==> src/shared/pce_pkg.sv <==
/*
 * Constants shared by the cutoff and event-link logic: register byte
 * offsets, field positions, reset values and mode codes.
 * Assumes a 32-bit APB slave with one aligned word per register.
 */

package pce_pkg;

    // ------------------------------------------------------------
    // Register byte offsets
    // ------------------------------------------------------------
    localparam logic [7:0] ADDR_FUNC = 8'h00;
    localparam logic [7:0] ADDR_OUT_EN = 8'h04;
    localparam logic [7:0] ADDR_CUT_CTRL = 8'h08;
    localparam logic [7:0] ADDR_LVL0 = 8'h0c;
    localparam logic [7:0] ADDR_LVL1 = 8'h10;
    localparam logic [7:0] ADDR_OPTION = 8'h14;
    localparam logic [7:0] ADDR_ELINK = 8'h18;
    localparam logic [7:0] ADDR_RUN = 8'h1c;
    localparam logic [7:0] ADDR_CH_STAT = 8'h20;
    localparam logic [7:0] ADDR_CAP0 = 8'h24;
    localparam logic [7:0] ADDR_CAP1 = 8'h28;
    localparam logic [7:0] ADDR_STATE = 8'h2c;

    // ------------------------------------------------------------
    // Field positions
    // ------------------------------------------------------------
    localparam int CUT_PTO_BIT = 0;
    localparam int CUT_STATUS_BIT = 7;
    localparam int OPT_OCM_BIT = 0;
    localparam int OPT_HIZ_BIT = 1;
    localparam int EL_SEL0_BIT = 0;
    localparam int EL_SEL1_BIT = 1;
    localparam int EL_CEN0_BIT = 2;
    localparam int EL_CEN1_BIT = 3;

    // ------------------------------------------------------------
    // Reset values and codes
    // ------------------------------------------------------------
    localparam logic [7:0] OUT_EN_RST = 8'hff;
    localparam logic [2:0] MODE_RST = 3'h0;
    localparam logic [2:0] MODE_CAPTURE = 3'h0;
    localparam logic [2:0] MODE_COMPARE = 3'h1;
    localparam logic [2:0] MODE_PWM = 3'h2;
    localparam logic [2:0] MODE_RSYNC = 3'h3;
    localparam logic [2:0] MODE_COMPL = 3'h4;
    localparam logic [2:0] MODE_TRI = 3'h5;
    localparam logic [1:0] LVL_LOW = 2'h2;
    localparam logic [1:0] LVL_HIGH = 2'h3;

    // True in the four pulse output modes
    function automatic logic is_pulse_mode(input logic [2:0] m);
        is_pulse_mode = (m == MODE_PWM) || (m == MODE_RSYNC) || (m == MODE_COMPL) || (m == MODE_TRI);
    endfunction

    // True where comparator hi-Z cutoff may act
    function automatic logic is_cmp_mode(input logic [2:0] m);
        is_cmp_mode = (m == MODE_RSYNC) || (m == MODE_COMPL);
    endfunction

endpackage

==> src/logic/pce_pin_force.sv <==
/*
 * One timer output pin: picks the normal waveform, the cutoff level or
 * hi-Z, and registers the result.
 * Assumes its control inputs are synchronous to pclk.
 */
`timescale 1ns/1ps

module pce_pin_force (
    // Clock and reset
    input wire logic pclk,
    input wire logic presetn,
    // Control
    input wire logic timer_en,
    input wire logic timer_level,
    input wire logic force_cut,
    input wire logic force_hiz,
    input wire logic [1:0] level_code,
    // Pin
    output logic pin_out,
    output logic pin_oe
);

    logic nxt_out;
    logic nxt_oe;
    logic pin_out_ff;
    logic pin_oe_ff;

    // ------------------------------------------------------------
    // Output selection
    // ------------------------------------------------------------
    // Comparator cutoff outranks level cutoff since it only knows hi-Z
    assign nxt_oe = timer_en && !force_hiz && (!force_cut || level_code == pce_pkg::LVL_LOW
        || level_code == pce_pkg::LVL_HIGH);
    assign nxt_out = !nxt_oe ? 1'b0 : force_cut ? (level_code == pce_pkg::LVL_HIGH) : timer_level;

    // Registered so the forced state appears on the clock after detection
    always_ff @(posedge pclk or negedge presetn) begin
        if (!presetn) begin
            pin_out_ff <= 1'b0;
            pin_oe_ff <= 1'b0;
        end else begin
            pin_out_ff <= nxt_out;
            pin_oe_ff <= nxt_oe;
        end
    end

    assign pin_out = pin_out_ff;
    assign pin_oe = pin_oe_ff;

endmodule

==> src/logic/pce_event_route.sv <==
/*
 * Event outputs toward the event link controller: picks capture edges or
 * compare matches by mode and adds the underflow event.
 * Assumes one-cycle pulse inputs from the counter logic.
 */
`timescale 1ns/1ps

module pce_event_route (
    // Clock and reset
    input wire logic pclk,
    input wire logic presetn,
    // Sources, order A0 B0 A1 B1
    input wire logic [2:0] mode,
    input wire logic [3:0] cap_edge,
    input wire logic [3:0] cmp_match,
    input wire logic ch1_underflow,
    // Events
    output logic [4:0] link_event
);

    logic is_cap;
    logic [4:0] nxt_event;
    logic [4:0] event_ff;

    // ------------------------------------------------------------
    // Source selection
    // ------------------------------------------------------------
    // C and D sources are never brought in, so they cannot make events
    assign is_cap = (mode == pce_pkg::MODE_CAPTURE);
    assign nxt_event[3:0] = is_cap ? cap_edge : cmp_match;
    assign nxt_event[4] = (mode == pce_pkg::MODE_COMPL) && ch1_underflow;

    // One-cycle pulses, delayed one clock
    always_ff @(posedge pclk or negedge presetn) begin
        if (!presetn) begin
            event_ff <= 5'h00;
        end else begin
            event_ff <= nxt_event;
        end
    end

    assign link_event = event_ff;

endmodule

==> src/logic/pce_cutoff_top.sv <==
/*
 * Forced cutoff and event-link logic for a two-channel timer, with its
 * control registers on APB.
 * Assumes timer waveforms, match, edge and underflow pulses come from the
 * counter logic, and all inputs are synchronous to pclk.
 */
`timescale 1ns/1ps

module pce_cutoff_top (
    // APB clock and reset
    input wire logic pclk,
    input wire logic presetn,
    // APB slave
    input wire logic psel,
    input wire logic penable,
    input wire logic pwrite,
    input wire logic [7:0] paddr,
    input wire logic [31:0] pwdata,
    output logic [31:0] prdata,
    output logic pready,
    output logic pslverr,
    // Cutoff sources
    input wire logic ext_cutoff_irq_pin_n,
    input wire logic cmp_overcurrent,
    input wire logic event_in0,
    input wire logic event_in1,
    // Timer side, pins ordered A0 B0 C0 D0 A1 B1 C1 D1
    input wire logic [7:0] timer_wave,
    input wire logic [15:0] counter0,
    input wire logic [15:0] counter1,
    input wire logic [3:0] cap_edge,
    input wire logic [3:0] cmp_match,
    input wire logic ch1_underflow,
    // Pins
    output logic [7:0] pin_out,
    output logic [7:0] pin_oe,
    // Counter control and events
    output logic [1:0] count_run,
    output logic [4:0] link_event
);

    // ------------------------------------------------------------
    // Register state
    // ------------------------------------------------------------
    logic [2:0] function_ctrl_reg_ff;
    logic [7:0] output_enable_reg_ff;
    logic pin_cutoff_enable_ff;
    logic cutoff_status_ff;
    logic [7:0] ch0_cutoff_level_cfg_ff;
    logic [7:0] ch1_cutoff_level_cfg_ff;
    logic overcurrent_mode_sel_ff;
    logic hiz_select_ff;
    logic [3:0] event_link_ctrl_reg_ff;
    logic [1:0] count_run_ff;
    logic [1:0] match_capture_flag_d_ff;
    logic [15:0] cap_d0_ff;
    logic [15:0] cap_d1_ff;
    logic event_cut_ff;
    logic cmp_cut_ff;
    logic [31:0] prdata_ff;
    logic pready_ff;
    logic pslverr_ff;
    logic ext_cut_now;

    // ------------------------------------------------------------
    // Bus decode
    // ------------------------------------------------------------
    logic setup_phase;
    logic wr_take;
    logic addr_hit;
    logic [31:0] rd_mux;
    logic wr_func;
    logic wr_out_en;
    logic wr_cut;
    logic wr_lvl0;
    logic wr_lvl1;
    logic wr_opt;
    logic wr_elink;
    logic wr_run;
    logic wr_stat;

    // Request is taken in the access phase, which this slave always ends at once
    assign setup_phase = psel && !penable;
    assign wr_take = psel && penable && pready_ff && pwrite && !pslverr_ff;
    assign wr_func = wr_take && (paddr == pce_pkg::ADDR_FUNC);
    assign wr_out_en = wr_take && (paddr == pce_pkg::ADDR_OUT_EN);
    assign wr_cut = wr_take && (paddr == pce_pkg::ADDR_CUT_CTRL);
    assign wr_lvl0 = wr_take && (paddr == pce_pkg::ADDR_LVL0);
    assign wr_lvl1 = wr_take && (paddr == pce_pkg::ADDR_LVL1);
    assign wr_opt = wr_take && (paddr == pce_pkg::ADDR_OPTION);
    assign wr_elink = wr_take && (paddr == pce_pkg::ADDR_ELINK);
    assign wr_run = wr_take && (paddr == pce_pkg::ADDR_RUN);
    assign wr_stat = wr_take && (paddr == pce_pkg::ADDR_CH_STAT);

    // Read mux; unused upper bits read zero
    always_comb begin
        addr_hit = 1'b1;
        rd_mux = 32'h0000_0000;
        case (paddr)
            pce_pkg::ADDR_FUNC: rd_mux[2:0] = function_ctrl_reg_ff;
            pce_pkg::ADDR_OUT_EN: rd_mux[7:0] = output_enable_reg_ff;
            pce_pkg::ADDR_CUT_CTRL: begin
                rd_mux[pce_pkg::CUT_PTO_BIT] = pin_cutoff_enable_ff;
                rd_mux[pce_pkg::CUT_STATUS_BIT] = cutoff_status_ff;
            end
            pce_pkg::ADDR_LVL0: rd_mux[7:0] = ch0_cutoff_level_cfg_ff;
            pce_pkg::ADDR_LVL1: rd_mux[7:0] = ch1_cutoff_level_cfg_ff;
            pce_pkg::ADDR_OPTION: begin
                rd_mux[pce_pkg::OPT_OCM_BIT] = overcurrent_mode_sel_ff;
                rd_mux[pce_pkg::OPT_HIZ_BIT] = hiz_select_ff;
            end
            pce_pkg::ADDR_ELINK: rd_mux[3:0] = event_link_ctrl_reg_ff;
            pce_pkg::ADDR_RUN: rd_mux[1:0] = count_run_ff;
            pce_pkg::ADDR_CH_STAT: rd_mux[1:0] = match_capture_flag_d_ff;
            pce_pkg::ADDR_CAP0: rd_mux[15:0] = cap_d0_ff;
            pce_pkg::ADDR_CAP1: rd_mux[15:0] = cap_d1_ff;
            pce_pkg::ADDR_STATE: rd_mux[2:0] = {cmp_cut_ff, event_cut_ff, ext_cut_now};
            default: addr_hit = 1'b0;
        endcase
    end

    // Answer prepared in setup, shown for the single access cycle
    always_ff @(posedge pclk or negedge presetn) begin
        if (!presetn) begin
            pready_ff <= 1'b0;
            pslverr_ff <= 1'b0;
            prdata_ff <= 32'h0000_0000;
        end else begin
            pready_ff <= setup_phase;
            pslverr_ff <= setup_phase && !addr_hit;
            prdata_ff <= (setup_phase && !pwrite && addr_hit) ? rd_mux : 32'h0000_0000;
        end
    end

    // ------------------------------------------------------------
    // Cutoff conditions
    // ------------------------------------------------------------
    logic pulse_mode;
    logic event_trig;
    logic cmp_trig;
    logic status_clear;
    logic cut_any;
    logic cap_mode;
    logic [1:0] cap_trig;

    assign pulse_mode = pce_pkg::is_pulse_mode(function_ctrl_reg_ff);
    // Level driven: ends as soon as the pin returns high
    assign ext_cut_now = pulse_mode && pin_cutoff_enable_ff && !ext_cutoff_irq_pin_n;
    // Event cutoff ignored outside the pulse modes, so never in capture mode
    assign event_trig = pulse_mode && ((event_in0 && event_link_ctrl_reg_ff[pce_pkg::EL_SEL0_BIT]
        && event_link_ctrl_reg_ff[pce_pkg::EL_CEN0_BIT]) || (event_in1
        && event_link_ctrl_reg_ff[pce_pkg::EL_SEL1_BIT]
        && event_link_ctrl_reg_ff[pce_pkg::EL_CEN1_BIT]));
    assign cmp_trig = pce_pkg::is_cmp_mode(function_ctrl_reg_ff) && overcurrent_mode_sel_ff
        && hiz_select_ff && cmp_overcurrent;
    // Release only counts while both counters are stopped
    assign status_clear = wr_cut && !pwdata[pce_pkg::CUT_STATUS_BIT] && (count_run_ff == 2'b00);
    assign cut_any = ext_cut_now || event_cut_ff;

    // Status sets on pin or event cutoff; a set in the clear cycle wins
    always_ff @(posedge pclk or negedge presetn) begin
        if (!presetn) begin
            cutoff_status_ff <= 1'b0;
        end else if (ext_cut_now || event_trig) begin
            cutoff_status_ff <= 1'b1;
        end else if (status_clear) begin
            cutoff_status_ff <= 1'b0;
        end
    end

    // Latched cutoffs: a single event holds until software releases it
    always_ff @(posedge pclk or negedge presetn) begin
        if (!presetn) begin
            event_cut_ff <= 1'b0;
            cmp_cut_ff <= 1'b0;
        end else begin
            event_cut_ff <= event_trig || (event_cut_ff && !status_clear);
            cmp_cut_ff <= cmp_trig || (cmp_cut_ff && !status_clear);
        end
    end

    // ------------------------------------------------------------
    // Control registers
    // ------------------------------------------------------------
    always_ff @(posedge pclk or negedge presetn) begin
        if (!presetn) begin
            function_ctrl_reg_ff <= pce_pkg::MODE_RST;
            output_enable_reg_ff <= pce_pkg::OUT_EN_RST;
        end else begin
            if (wr_func) function_ctrl_reg_ff <= pwdata[2:0];
            if (wr_out_en) output_enable_reg_ff <= pwdata[7:0];
        end
    end

    always_ff @(posedge pclk or negedge presetn) begin
        if (!presetn) begin
            pin_cutoff_enable_ff <= 1'b0;
            ch0_cutoff_level_cfg_ff <= 8'h00;
            ch1_cutoff_level_cfg_ff <= 8'h00;
        end else begin
            if (wr_cut) pin_cutoff_enable_ff <= pwdata[pce_pkg::CUT_PTO_BIT];
            if (wr_lvl0) ch0_cutoff_level_cfg_ff <= pwdata[7:0];
            if (wr_lvl1) ch1_cutoff_level_cfg_ff <= pwdata[7:0];
        end
    end

    always_ff @(posedge pclk or negedge presetn) begin
        if (!presetn) begin
            overcurrent_mode_sel_ff <= 1'b0;
            hiz_select_ff <= 1'b0;
            event_link_ctrl_reg_ff <= 4'h0;
        end else begin
            if (wr_opt) overcurrent_mode_sel_ff <= pwdata[pce_pkg::OPT_OCM_BIT];
            if (wr_opt) hiz_select_ff <= pwdata[pce_pkg::OPT_HIZ_BIT];
            if (wr_elink) event_link_ctrl_reg_ff <= pwdata[3:0];
        end
    end

    // Run bits go straight to the counters
    always_ff @(posedge pclk or negedge presetn) begin
        if (!presetn) begin
            count_run_ff <= 2'b00;
        end else if (wr_run) begin
            count_run_ff <= pwdata[1:0];
        end
    end

    // ------------------------------------------------------------
    // Event capture into the D registers
    // ------------------------------------------------------------
    assign cap_mode = (function_ctrl_reg_ff == pce_pkg::MODE_CAPTURE);
    assign cap_trig[0] = cap_mode && event_in0 && event_link_ctrl_reg_ff[pce_pkg::EL_SEL0_BIT];
    assign cap_trig[1] = cap_mode && event_in1 && event_link_ctrl_reg_ff[pce_pkg::EL_SEL1_BIT];

    always_ff @(posedge pclk or negedge presetn) begin
        if (!presetn) begin
            cap_d0_ff <= 16'h0000;
            cap_d1_ff <= 16'h0000;
        end else begin
            if (cap_trig[0]) cap_d0_ff <= counter0;
            if (cap_trig[1]) cap_d1_ff <= counter1;
        end
    end

    // Flags clear on a written 0; a capture in the same cycle wins
    always_ff @(posedge pclk or negedge presetn) begin
        if (!presetn) begin
            match_capture_flag_d_ff <= 2'b00;
        end else begin
            match_capture_flag_d_ff <= cap_trig | (match_capture_flag_d_ff & ~(wr_stat ? ~pwdata[1:0] : 2'b00));
        end
    end

    // ------------------------------------------------------------
    // Pin stages and event outputs
    // ------------------------------------------------------------
    logic [15:0] lvl_all;

    assign lvl_all = {ch1_cutoff_level_cfg_ff, ch0_cutoff_level_cfg_ff};

    // Enable bit 0 means timer drives the pin
    genvar gi;
    generate
        for (gi = 0; gi < 8; gi++) begin : g_pin
            pce_pin_force u_pin (
                .pclk(pclk),
                .presetn(presetn),
                .timer_en(!output_enable_reg_ff[gi]),
                .timer_level(timer_wave[gi]),
                .force_cut(cut_any),
                .force_hiz(cmp_cut_ff),
                .level_code(lvl_all[2*gi +: 2]),
                .pin_out(pin_out[gi]),
                .pin_oe(pin_oe[gi])
            );
        end
    endgenerate

    pce_event_route u_events (
        .pclk(pclk),
        .presetn(presetn),
        .mode(function_ctrl_reg_ff),
        .cap_edge(cap_edge),
        .cmp_match(cmp_match),
        .ch1_underflow(ch1_underflow),
        .link_event(link_event)
    );

    // ------------------------------------------------------------
    // Outputs
    // ------------------------------------------------------------
    assign prdata = prdata_ff;
    assign pready = pready_ff;
    assign pslverr = pslverr_ff;
    assign count_run = count_run_ff;

endmodule

==> config.mk <==
export PLATFORM = sky130hd
export DESIGN_NAME = pce_cutoff_top
export DESIGN_NICKNAME = d
export VERILOG_FILES = /design/src/shared/pce_pkg.sv /design/src/logic/pce_pin_force.sv /design/src/logic/pce_event_route.sv /design/src/logic/pce_cutoff_top.sv
export SDC_FILE = /design/constraint.sdc
export NUM_CORES = 1
export LEC_CHECK = 0
export BUFFER_PORTS_ARGS = -buffer_cell sky130_fd_sc_hd__buf_2
export CAP_MARGIN = 40
export CORE_AREA = 3 3 112 114
export DETAILED_ROUTE_END_ITERATION = 16
export DIE_AREA = 0 0 115 117
export PLACE_DENSITY = 0.73
export SLEW_MARGIN = 25
export SYNTH_ARGS = -nofsm -noshare
export SYNTH_HDL_FRONTEND = slang
export SYNTH_SLANG_ARGS = --single-unit
==> constraint.sdc <==
create_clock -name pclk -period 1.72 [get_ports pclk]
set_input_delay 0.172 -clock pclk [delete_from_list [all_inputs] [get_ports pclk]]
set_output_delay 0.172 -clock pclk [all_outputs]
set_load 0.01 [all_outputs]
==> flow_summary_export.csv, run 1 <==
group,metric,value,unit
outcome,result_of_the_run,"complete, no violations",
worst_setup_path,crit_path_start,"function_ctrl_reg_ff[1]",
sta,unrepaired_setup_endpoints_after_global_routing,"no",
grt,grt_usage,20.5,%
grt,grt_start_max_net_pins,46,
worst_setup_path,setup.worst_path.class,"reg2reg",
grt,grt-ovfl-total,0,
routing,drt-vias-per-instance,5.51,
synth,post_synth_num_cell_types,51,
routing,routed_wire_length_per_instance,19.0,µm
worst_setup_path,critPathCaptureType,"flop",
synth,share_of_the_synthesized_netlist_area_taken_by_xor_and_xnor_gates,0.168,%
worst_setup_path,critical_path.startpoint_type,"flop",
routing,drt.antenna.violating_nets,0,
synth,ffs_w_async_s_r_synth,100,%
placed_design,worst_case_setup_slack_after_placement,-54.3,ps
worst_setup_path,cpPeakStageDelay,470,ps
placed_design,dpl-instance-area,6080,µm²
grt,wire_length_of_the_first_global_routing_pass,21000,µm
worst_hold_path,worst_hold_path_type,"in2reg",
floorplanning,fp.dieArea,13500,µm²
finish,area_growth,22.7,%
sta,report.final.slew_viol_count,0,
worst_setup_path,worst-path-max-fanout,17,
clocking,h-tree-depth,3,
synth,synth_compound_gate_area_share,8.93,%
floorplanning,initial_core_util,45.4,%
placed_design,dp_hpwl,10200,µm
synth,synth_enable_flop_cells,0,
sta,final.hold.worst_slack,27.0,ps
clocking,clock-sinks,112,
synth,synth_area_per_cell,12.2,µm²
worst_setup_path,worstPathBufferInverterCount,1,
worst_setup_path,crit_chain,"nor3_4, and3_1, buf_12, mux2_2",
clocking,tritoncts.num_buffers,9,
finish,final_core_utilization,55.7,%
floorplanning,number_of_rows_in_the_core_area,39,
sta,setup-tns-final,0,ps
sta,hold_violations,0,
clocking,post-cts-setup-buffer-count,0,
placed_design,count_of_buffers_inserted_at_the_top_level_ports,114,
routing,drcViolationCount,0,
floorplanning,fp.dieW,115,µm
finish,share_of_layout_cells_above_drive_strength_1,48.0,%
job,maxCapViolations,0,
worst_setup_path,r2r_cells,4,
finish,antenna-diode-count,0,
synth,post_synth_mux_area_share,17.5,%
synth,synth.yosys.seq_area_share,53.8,%
worst_setup_path,worst_r2r_startpoint,"function_ctrl_reg_ff[1]",
synth,yosys.area_share.adder,0,%
synth,synthesized_area,5230,µm²
sta,skew,8.25,ps
floorplanning,dieHeight,117,µm
worst_setup_path,reg2reg_to,"cap_d0_ff[3]",
worst_setup_path,worstSetupEndpoint,"cap_d0_ff[3]",
finish,finish.instance_area,6420,µm²
finish,instances_no_fill,704,
worst_setup_path,slowest_stage_cell_crit_path,"sky130_fd_sc_hd__dfrtp_2",
pwr,power_per_unit_of_standard_cell_area,812,nW/µm²
pwr,final_power,5.21,mW
synth,ys_ff_latch,112,
worst_setup_path,cp.depth,4,
synth,most_frequently_used_flop_master_after_synthesis,"sky130_fd_sc_hd__dfrtp_1",
floorplanning,pin_count,155,
synth,synth_cells,427,
worst_setup_path,reg2reg_setup_slack,60,ps
clocking,root_buffer,"sky130_fd_sc_hd__clkbuf_16",
sta,layout_setup_ws,58.7,ps
synth,yosys.area_share.simple,12.9,%
routing,route.final.wire_length,13400,µm
sta,min_period_over_period,96.6,%
grt,grt_pass1_vias,3903,
pwr,vdd_ir_drop_max,484,µV
placed_design,placedCellCount,687,
floorplanning,core,11500,µm²
routing,routed-via-count,3879,
routing,first_iter_violations,196,
clocking,cts.reportedPaths.clkPinSlew,70,ps
worst_setup_path,arrival_time_worst_endpoint,1890,ps
synth,ys_warn_count,0,
worst_setup_path,timing.critical_path.max_delay_family,"simple AND/OR/NAND/NOR gates",
worst_setup_path,worst_endpoint_required_time,1950,ps
placed_design,gp_routability_congestion,0.909,
clocking,clk-insertion-delay-late,350,ps
routing,firstDrtPassIters,4,
sta,setup_viol,0,
finish,fin_nets,654,
pwr,power.leakage,3.10,nW
clocking,tritoncts_clock_tree,"done",
sta,fmax,602,MHz
grt,antenna_violations_before_repair,0,
clocking,clock_path_buffers,2,
sta,final.min_clock_period,1660,ps
synth,synth_top_family_by_area,"multiplexers",
==> area by class of cell <==
cell class,count,area [µm²]
Fill cell,999,5100
Sequential cell,112,2810
Multi-Input combinational cell,278,2140
Timing Repair Buffer,155,971
Clock buffer,11,243
Tap cell,143,179
Clock inverter,5,65.1
==> synth_stat cells, types with 2 or more instances <==
| library cell | n | area share (%) |
|---|---|---|
| sky130_fd_sc_hd__a211oi_1 | 9 | 1.3 |
| sky130_fd_sc_hd__a21boi_0 | 2 | 0.29 |
| sky130_fd_sc_hd__a21o_1 | 5 | 0.72 |
| sky130_fd_sc_hd__a21oi_1 | 7 | 0.67 |
| sky130_fd_sc_hd__a22o_1 | 9 | 1.5 |
| sky130_fd_sc_hd__a22oi_1 | 14 | 2.0 |
| sky130_fd_sc_hd__a31oi_1 | 3 | 0.36 |
| sky130_fd_sc_hd__a32oi_1 | 2 | 0.34 |
| sky130_fd_sc_hd__and2_1 | 2 | 0.24 |
| sky130_fd_sc_hd__and3_1 | 6 | 0.72 |
| sky130_fd_sc_hd__buf_2 | 5 | 0.48 |
| sky130_fd_sc_hd__buf_4 | 36 | 5.2 |
| sky130_fd_sc_hd__clkbuf_1 | 9 | 0.65 |
| sky130_fd_sc_hd__dfrtp_1 | 104 | 50 |
| sky130_fd_sc_hd__dfstp_2 | 8 | 4.0 |
| sky130_fd_sc_hd__mux2_2 | 76 | 16 |
| sky130_fd_sc_hd__mux2i_1 | 6 | 1.1 |
| sky130_fd_sc_hd__nand2_1 | 17 | 1.2 |
| sky130_fd_sc_hd__nand2b_1 | 3 | 0.36 |
| sky130_fd_sc_hd__nand3_1 | 18 | 1.7 |
| sky130_fd_sc_hd__nand3b_1 | 5 | 0.72 |
| sky130_fd_sc_hd__nand4_1 | 2 | 0.24 |
| sky130_fd_sc_hd__nor2_1 | 24 | 1.7 |
| sky130_fd_sc_hd__nor2_2 | 2 | 0.24 |
| sky130_fd_sc_hd__nor2b_1 | 5 | 0.60 |
| sky130_fd_sc_hd__nor3_1 | 14 | 1.3 |
| sky130_fd_sc_hd__nor4_1 | 2 | 0.24 |
| sky130_fd_sc_hd__nor4b_1 | 3 | 0.50 |
| sky130_fd_sc_hd__nor4b_2 | 2 | 0.57 |
| sky130_fd_sc_hd__o2bb2ai_1 | 5 | 0.84 |
| sky130_fd_sc_hd__o31ai_1 | 2 | 0.29 |
==> metal layers <==
layer | vias to the layer above | global-route usage (%) | share of wire [%]
met5 | - | 0 | 0
met4 | 0 | 6.03 | 1.3
met3 | 15 | 3.86 | 5.8
met2 | 138 | 33.0 | 48
met1 | 1945 | 28.3 | 44
li1 | 1781 | - | -
==> worst reg2reg max path: cells and delay by family, from the launching register on <==
kind | cells | cell delay, ps
AND/OR/NAND/NOR | 2 | 540
flip-flops | 1 | 470
multiplexers | 1 | 360
buffers and inverters | 1 | 180
==> report_power, final <==
group / switching (mW) / leakage, nW / internal (mW)
registers: 0.0197 / 1.46 / 2.67
clock network: 0.957 / 0.144 / 1.18
logic: 0.214 / 1.50 / 0.162
==> what timing repair did <==
| item | in CTS | in global routing |
|---|---|---|
| setup endpoints to repair | 28 | 32 |
| gates resized for setup | 2 | 3 |
| endpoints found under the hold margin | 21 | 0 |
| hold buffers | 1 | 0 |
==> layout by cell type (no fill, tap or decap), types with 2 or more instances in the layout <==
cell	count
sky130_fd_sc_hd__nand3b_1	5
sky130_fd_sc_hd__nor4_1	2
sky130_fd_sc_hd__buf_12	7
sky130_fd_sc_hd__mux2i_1	6
sky130_fd_sc_hd__a32oi_1	2
sky130_fd_sc_hd__a22oi_1	14
sky130_fd_sc_hd__buf_2	113
sky130_fd_sc_hd__mux2_2	76
sky130_fd_sc_hd__dfrtp_1	103
sky130_fd_sc_hd__clkinvlp_4	2
sky130_fd_sc_hd__nor3_1	13
sky130_fd_sc_hd__a22o_1	9
sky130_fd_sc_hd__nand2_1	17
sky130_fd_sc_hd__a21oi_1	7
sky130_fd_sc_hd__nor3_4	2
sky130_fd_sc_hd__nand2b_1	2
sky130_fd_sc_hd__nor2b_1	5
sky130_fd_sc_hd__nor2_2	3
sky130_fd_sc_hd__conb_1	16
sky130_fd_sc_hd__buf_4	34
sky130_fd_sc_hd__a21o_1	5
sky130_fd_sc_hd__and3_1	6
sky130_fd_sc_hd__nand4_1	2
sky130_fd_sc_hd__nor2_1	23
sky130_fd_sc_hd__dfstp_2	8
sky130_fd_sc_hd__a21boi_0	2
sky130_fd_sc_hd__a31oi_1	3
sky130_fd_sc_hd__clkbuf_16	9
sky130_fd_sc_hd__nor4b_2	2
sky130_fd_sc_hd__and2_1	2
sky130_fd_sc_hd__nand3_1	18
sky130_fd_sc_hd__o31ai_1	2
sky130_fd_sc_hd__a211oi_1	9
sky130_fd_sc_hd__o2bb2ai_1	5
sky130_fd_sc_hd__nor4b_1	3
==> logic make-up (layout without fill, tap and decap cells) <==
kind of cell | count (synthesis) | after routing
compound gates | 62 | 62
other cells | 1 | 16
flops | 112 | 112
buf+inv | 52 | 171
simple gates | 117 | 117
xor+xnor | 1 | 1
mux | 82 | 82
==> worst min-delay path by stage <==
| stage | start | end | slack [ps] | cells past startpoint |
|---|---|---|---|---|
| global route | penable | pready | 10 | 2 |
| finish | penable | pready | 30 | 2 |
| CTS | penable | pready | 10 | 2 |
| detailed placement | presetn | g_pin[7].u_pin.pin_oe | 100 | 1 |
| global placement | presetn | g_pin[7].u_pin.pin_oe | 90 | 1 |
| floorplan | presetn | cap_d0_ff[0] | -120 | 0 |
==> registers in the layout (all words and copies together) (netlist names), 2 cells and up <==
name	flops
u_events.link_event	5
event_link_ctrl_reg_ff	4
ch0_cutoff_level_cfg_ff	8
g_pin.u_pin.pin_out	8
prdata	16
ch1_cutoff_level_cfg_ff	8
count_run	2
output_enable_reg_ff	8
function_ctrl_reg_ff	3
match_capture_flag_d_ff	2
g_pin.u_pin.pin_oe	8
cap_d1_ff	16
cap_d0_ff	16
No activity file was read; power rests on OpenSTA's default activity.
==> run 2, diff against run 1 <==
--- a/config.mk
+++ b/config.mk
@@ -10,7 +10,7 @@
 export CORE_AREA = 3 3 112 114
 export DETAILED_ROUTE_END_ITERATION = 16
 export DIE_AREA = 0 0 115 117
-export PLACE_DENSITY = 0.73
+export PLACE_DENSITY = 0.71
 export SLEW_MARGIN = 25
 export SYNTH_ARGS = -nofsm -noshare
 export SYNTH_HDL_FRONTEND = slang
==> run 2 against run 1 <==
  * Die area did not move
  * Clock power hardly changed
  * Critical endpoint is now g_pin[4].u_pin.pin_out
  * Clock skew rose by 1.5 ps
  * Global-route usage is 0.15 points lower
  * Sequential power about the same
  * Via count shrank 0.49%
  * Total power up 0.55%
==> flow_summary_export.csv, run 2 (synthesized netlist as in run 1, its figures left out) <==
group,metric,value,unit
floorplanning,initial_core_util,45.4,%
sta,hold_violations,0,
floorplanning,fp.dieW,115,µm
sta,report.final.slew_viol_count,0,
finish,share_of_layout_cells_above_drive_strength_1,49.7,%
routing,drt-vias-per-instance,5.38,
grt,antenna_violations_before_repair,0,
routing,met3_wirelength,726,µm
floorplanning,fp.dieArea,13500,µm²
floorplanning,pin_count,155,
pwr,p_seq_share,51.4,%
grt,grt_usage,20.3,%
finish,fin_nets,667,
clocking,cts.reportedPaths.clkPinSlew,80,ps
pwr,vdd_ir_drop_max,578,µV
placed_design,worst_case_setup_slack_after_placement,-105,ps
grt,grt-ovfl-total,0,
routing,routed-via-count,3860,
sta,fmax,594,MHz
placed_design,dp_hpwl,10200,µm
placed_design,count_of_buffers_inserted_at_the_top_level_ports,114,
sta,min_period_over_period,97.8,%
pwr,final_power,5.24,mW
clocking,clk-insertion-delay-late,360,ps
finish,instances_no_fill,717,
finish,antenna-diode-count,0,
floorplanning,dieHeight,117,µm
sta,skew,9.74,ps
clocking,h-tree-depth,3,
pwr,power_switching_share,23.6,%
job,maxCapViolations,0,
clocking,tritoncts_clock_tree,"done",
worst_setup_path,setup.worst_path.class,"reg2reg",
grt,grt_pass1_vias,3899,
sta,final.hold.worst_slack,36.6,ps
worst_setup_path,arrival_time_worst_endpoint,1950,ps
pwr,power.clock.fraction,41.4,%
worst_hold_path,worst_hold_path_type,"in2reg",
worst_setup_path,worst_endpoint_required_time,1990,ps
finish,final_core_utilization,56.8,%
pwr,power_per_unit_of_standard_cell_area,801,nW/µm²
placed_design,gp_routability_congestion,0.879,
pwr,cell_internal_pwr,4.00,mW
routing,routed.top_layer,"met4",
routing,routed_wire_length_per_instance,18.6,µm
routing,drcViolationCount,0,
routing,first_iter_violations,303,
sta,setup_viol,0,
sta,layout_setup_ws,37.8,ps
routing,met1Wirelength,6030,µm
grt,wire_length_of_the_first_global_routing_pass,20700,µm
sta,setup-tns-final,0,ps
finish,area_growth,25.1,%
placed_design,dpl-instance-area,6160,µm²
routing,drt.antenna.violating_nets,0,
floorplanning,number_of_rows_in_the_core_area,39,
pwr,switchingPower,1.23,mW
placed_design,placedCellCount,697,
floorplanning,core,11500,µm²
worst_setup_path,critPathCaptureType,"flop",
routing,firstDrtPassIters,5,
finish,mostFrequentLayoutCell,"sky130_fd_sc_hd__buf_2",
worst_setup_path,critical_path.startpoint_type,"flop",
clocking,clock-sinks,112,
pwr,power.leakage,3.18,nW
worst_setup_path,worst-path-max-fanout,8,
finish,mostFrequentLayoutCells,"113 x sky130_fd_sc_hd__buf_2, 103 x sky130_fd_sc_hd__dfrtp_1, 76 x sky130_fd_sc_hd__mux2_2",
grt,grt_start_max_net_pins,51,
routing,route.final.wire_length,13400,µm
pwr,p_comb_share,7.2,%
routing,wl_met2,6400,µm
clocking,tritoncts.num_buffers,9,
outcome,result_of_the_run,"complete, no violations",
sta,final.min_clock_period,1680,ps
finish,finish.instance_area,6540,µm²
clocking,root_buffer,"sky130_fd_sc_hd__clkbuf_16",
sta,unrepaired_setup_endpoints_after_global_routing,"no",
clocking,clock_path_buffers,2,
## run 2: final timing paths
| path | from | endpoint | slack (ps) | depth (start not counted) |
|---|---|---|---|---|
| setup / recovery | function_ctrl_reg_ff[1] | g_pin[4].u_pin.pin_out | 40 | 7 |
| setup reg to reg | function_ctrl_reg_ff[1] | g_pin[4].u_pin.pin_out | 40 | 7 |
| min in group asynchronous | presetn | u_events.link_event[3] | 150 | 2 |
| hold / removal | cap_edge[1] | u_events.link_event[1] | 40 | 2 |
| hold reg to reg | match_capture_flag_d_ff[1] | match_capture_flag_d_ff[1] | 500 | 2 |
| max in group asynchronous | presetn | function_ctrl_reg_ff[1] | 990 | 3 |
## run 2: power by group through the flow
stage | sequential (mW) | clock, mW | combinational [mW]
after floorplan | 2.74 | 0 | 0.167
after global placement | 2.74 | 0 | 0.363
after detailed placement | 2.74 | 0 | 0.370
after CTS | 2.69 | 2.22 | 0.375
after global routing | 2.70 | 2.31 | 0.416
final | 2.69 | 2.17 | 0.376
## run 2: cell type report
cell class	instances	area (µm²)
well taps	143	179
clock buffers	11	233
flip-flops and latches	112	2810
multi-input cells	278	2170
fillers	993	4980
clock inverters	5	70.1
repair buffers	168	1070
## run 2: per-layer routing
| layer | track usage [%] | vias up |
|---|---|---|
| li1 | - | 1802 |
| met1 | 27.7 | 1908 |
| met2 | 32.6 | 133 |
| met3 | 4.16 | 17 |
| met4 | 6.81 | 0 |
| met5 | 0 | - |
## run 2: critical path: stages, from the launching register on
cell and delay [ps]:
sky130_fd_sc_hd__dfrtp_2 460, sky130_fd_sc_hd__xor2_1 160, sky130_fd_sc_hd__buf_4 150, sky130_fd_sc_hd__buf_4 140, sky130_fd_sc_hd__a21oi_4 180, sky130_fd_sc_hd__clkbuf_4 230, sky130_fd_sc_hd__nand2_1 70, sky130_fd_sc_hd__a211oi_1 190
## run 2: what timing repair did
item	4_1_cts	5_1_grt
hold endpoints to repair	105	0
pin swaps	0	1
setup endpoints to repair	12	34
buffers inserted	0	1
resized for setup	4	9
hold buffers	2	0
cloned	0	1
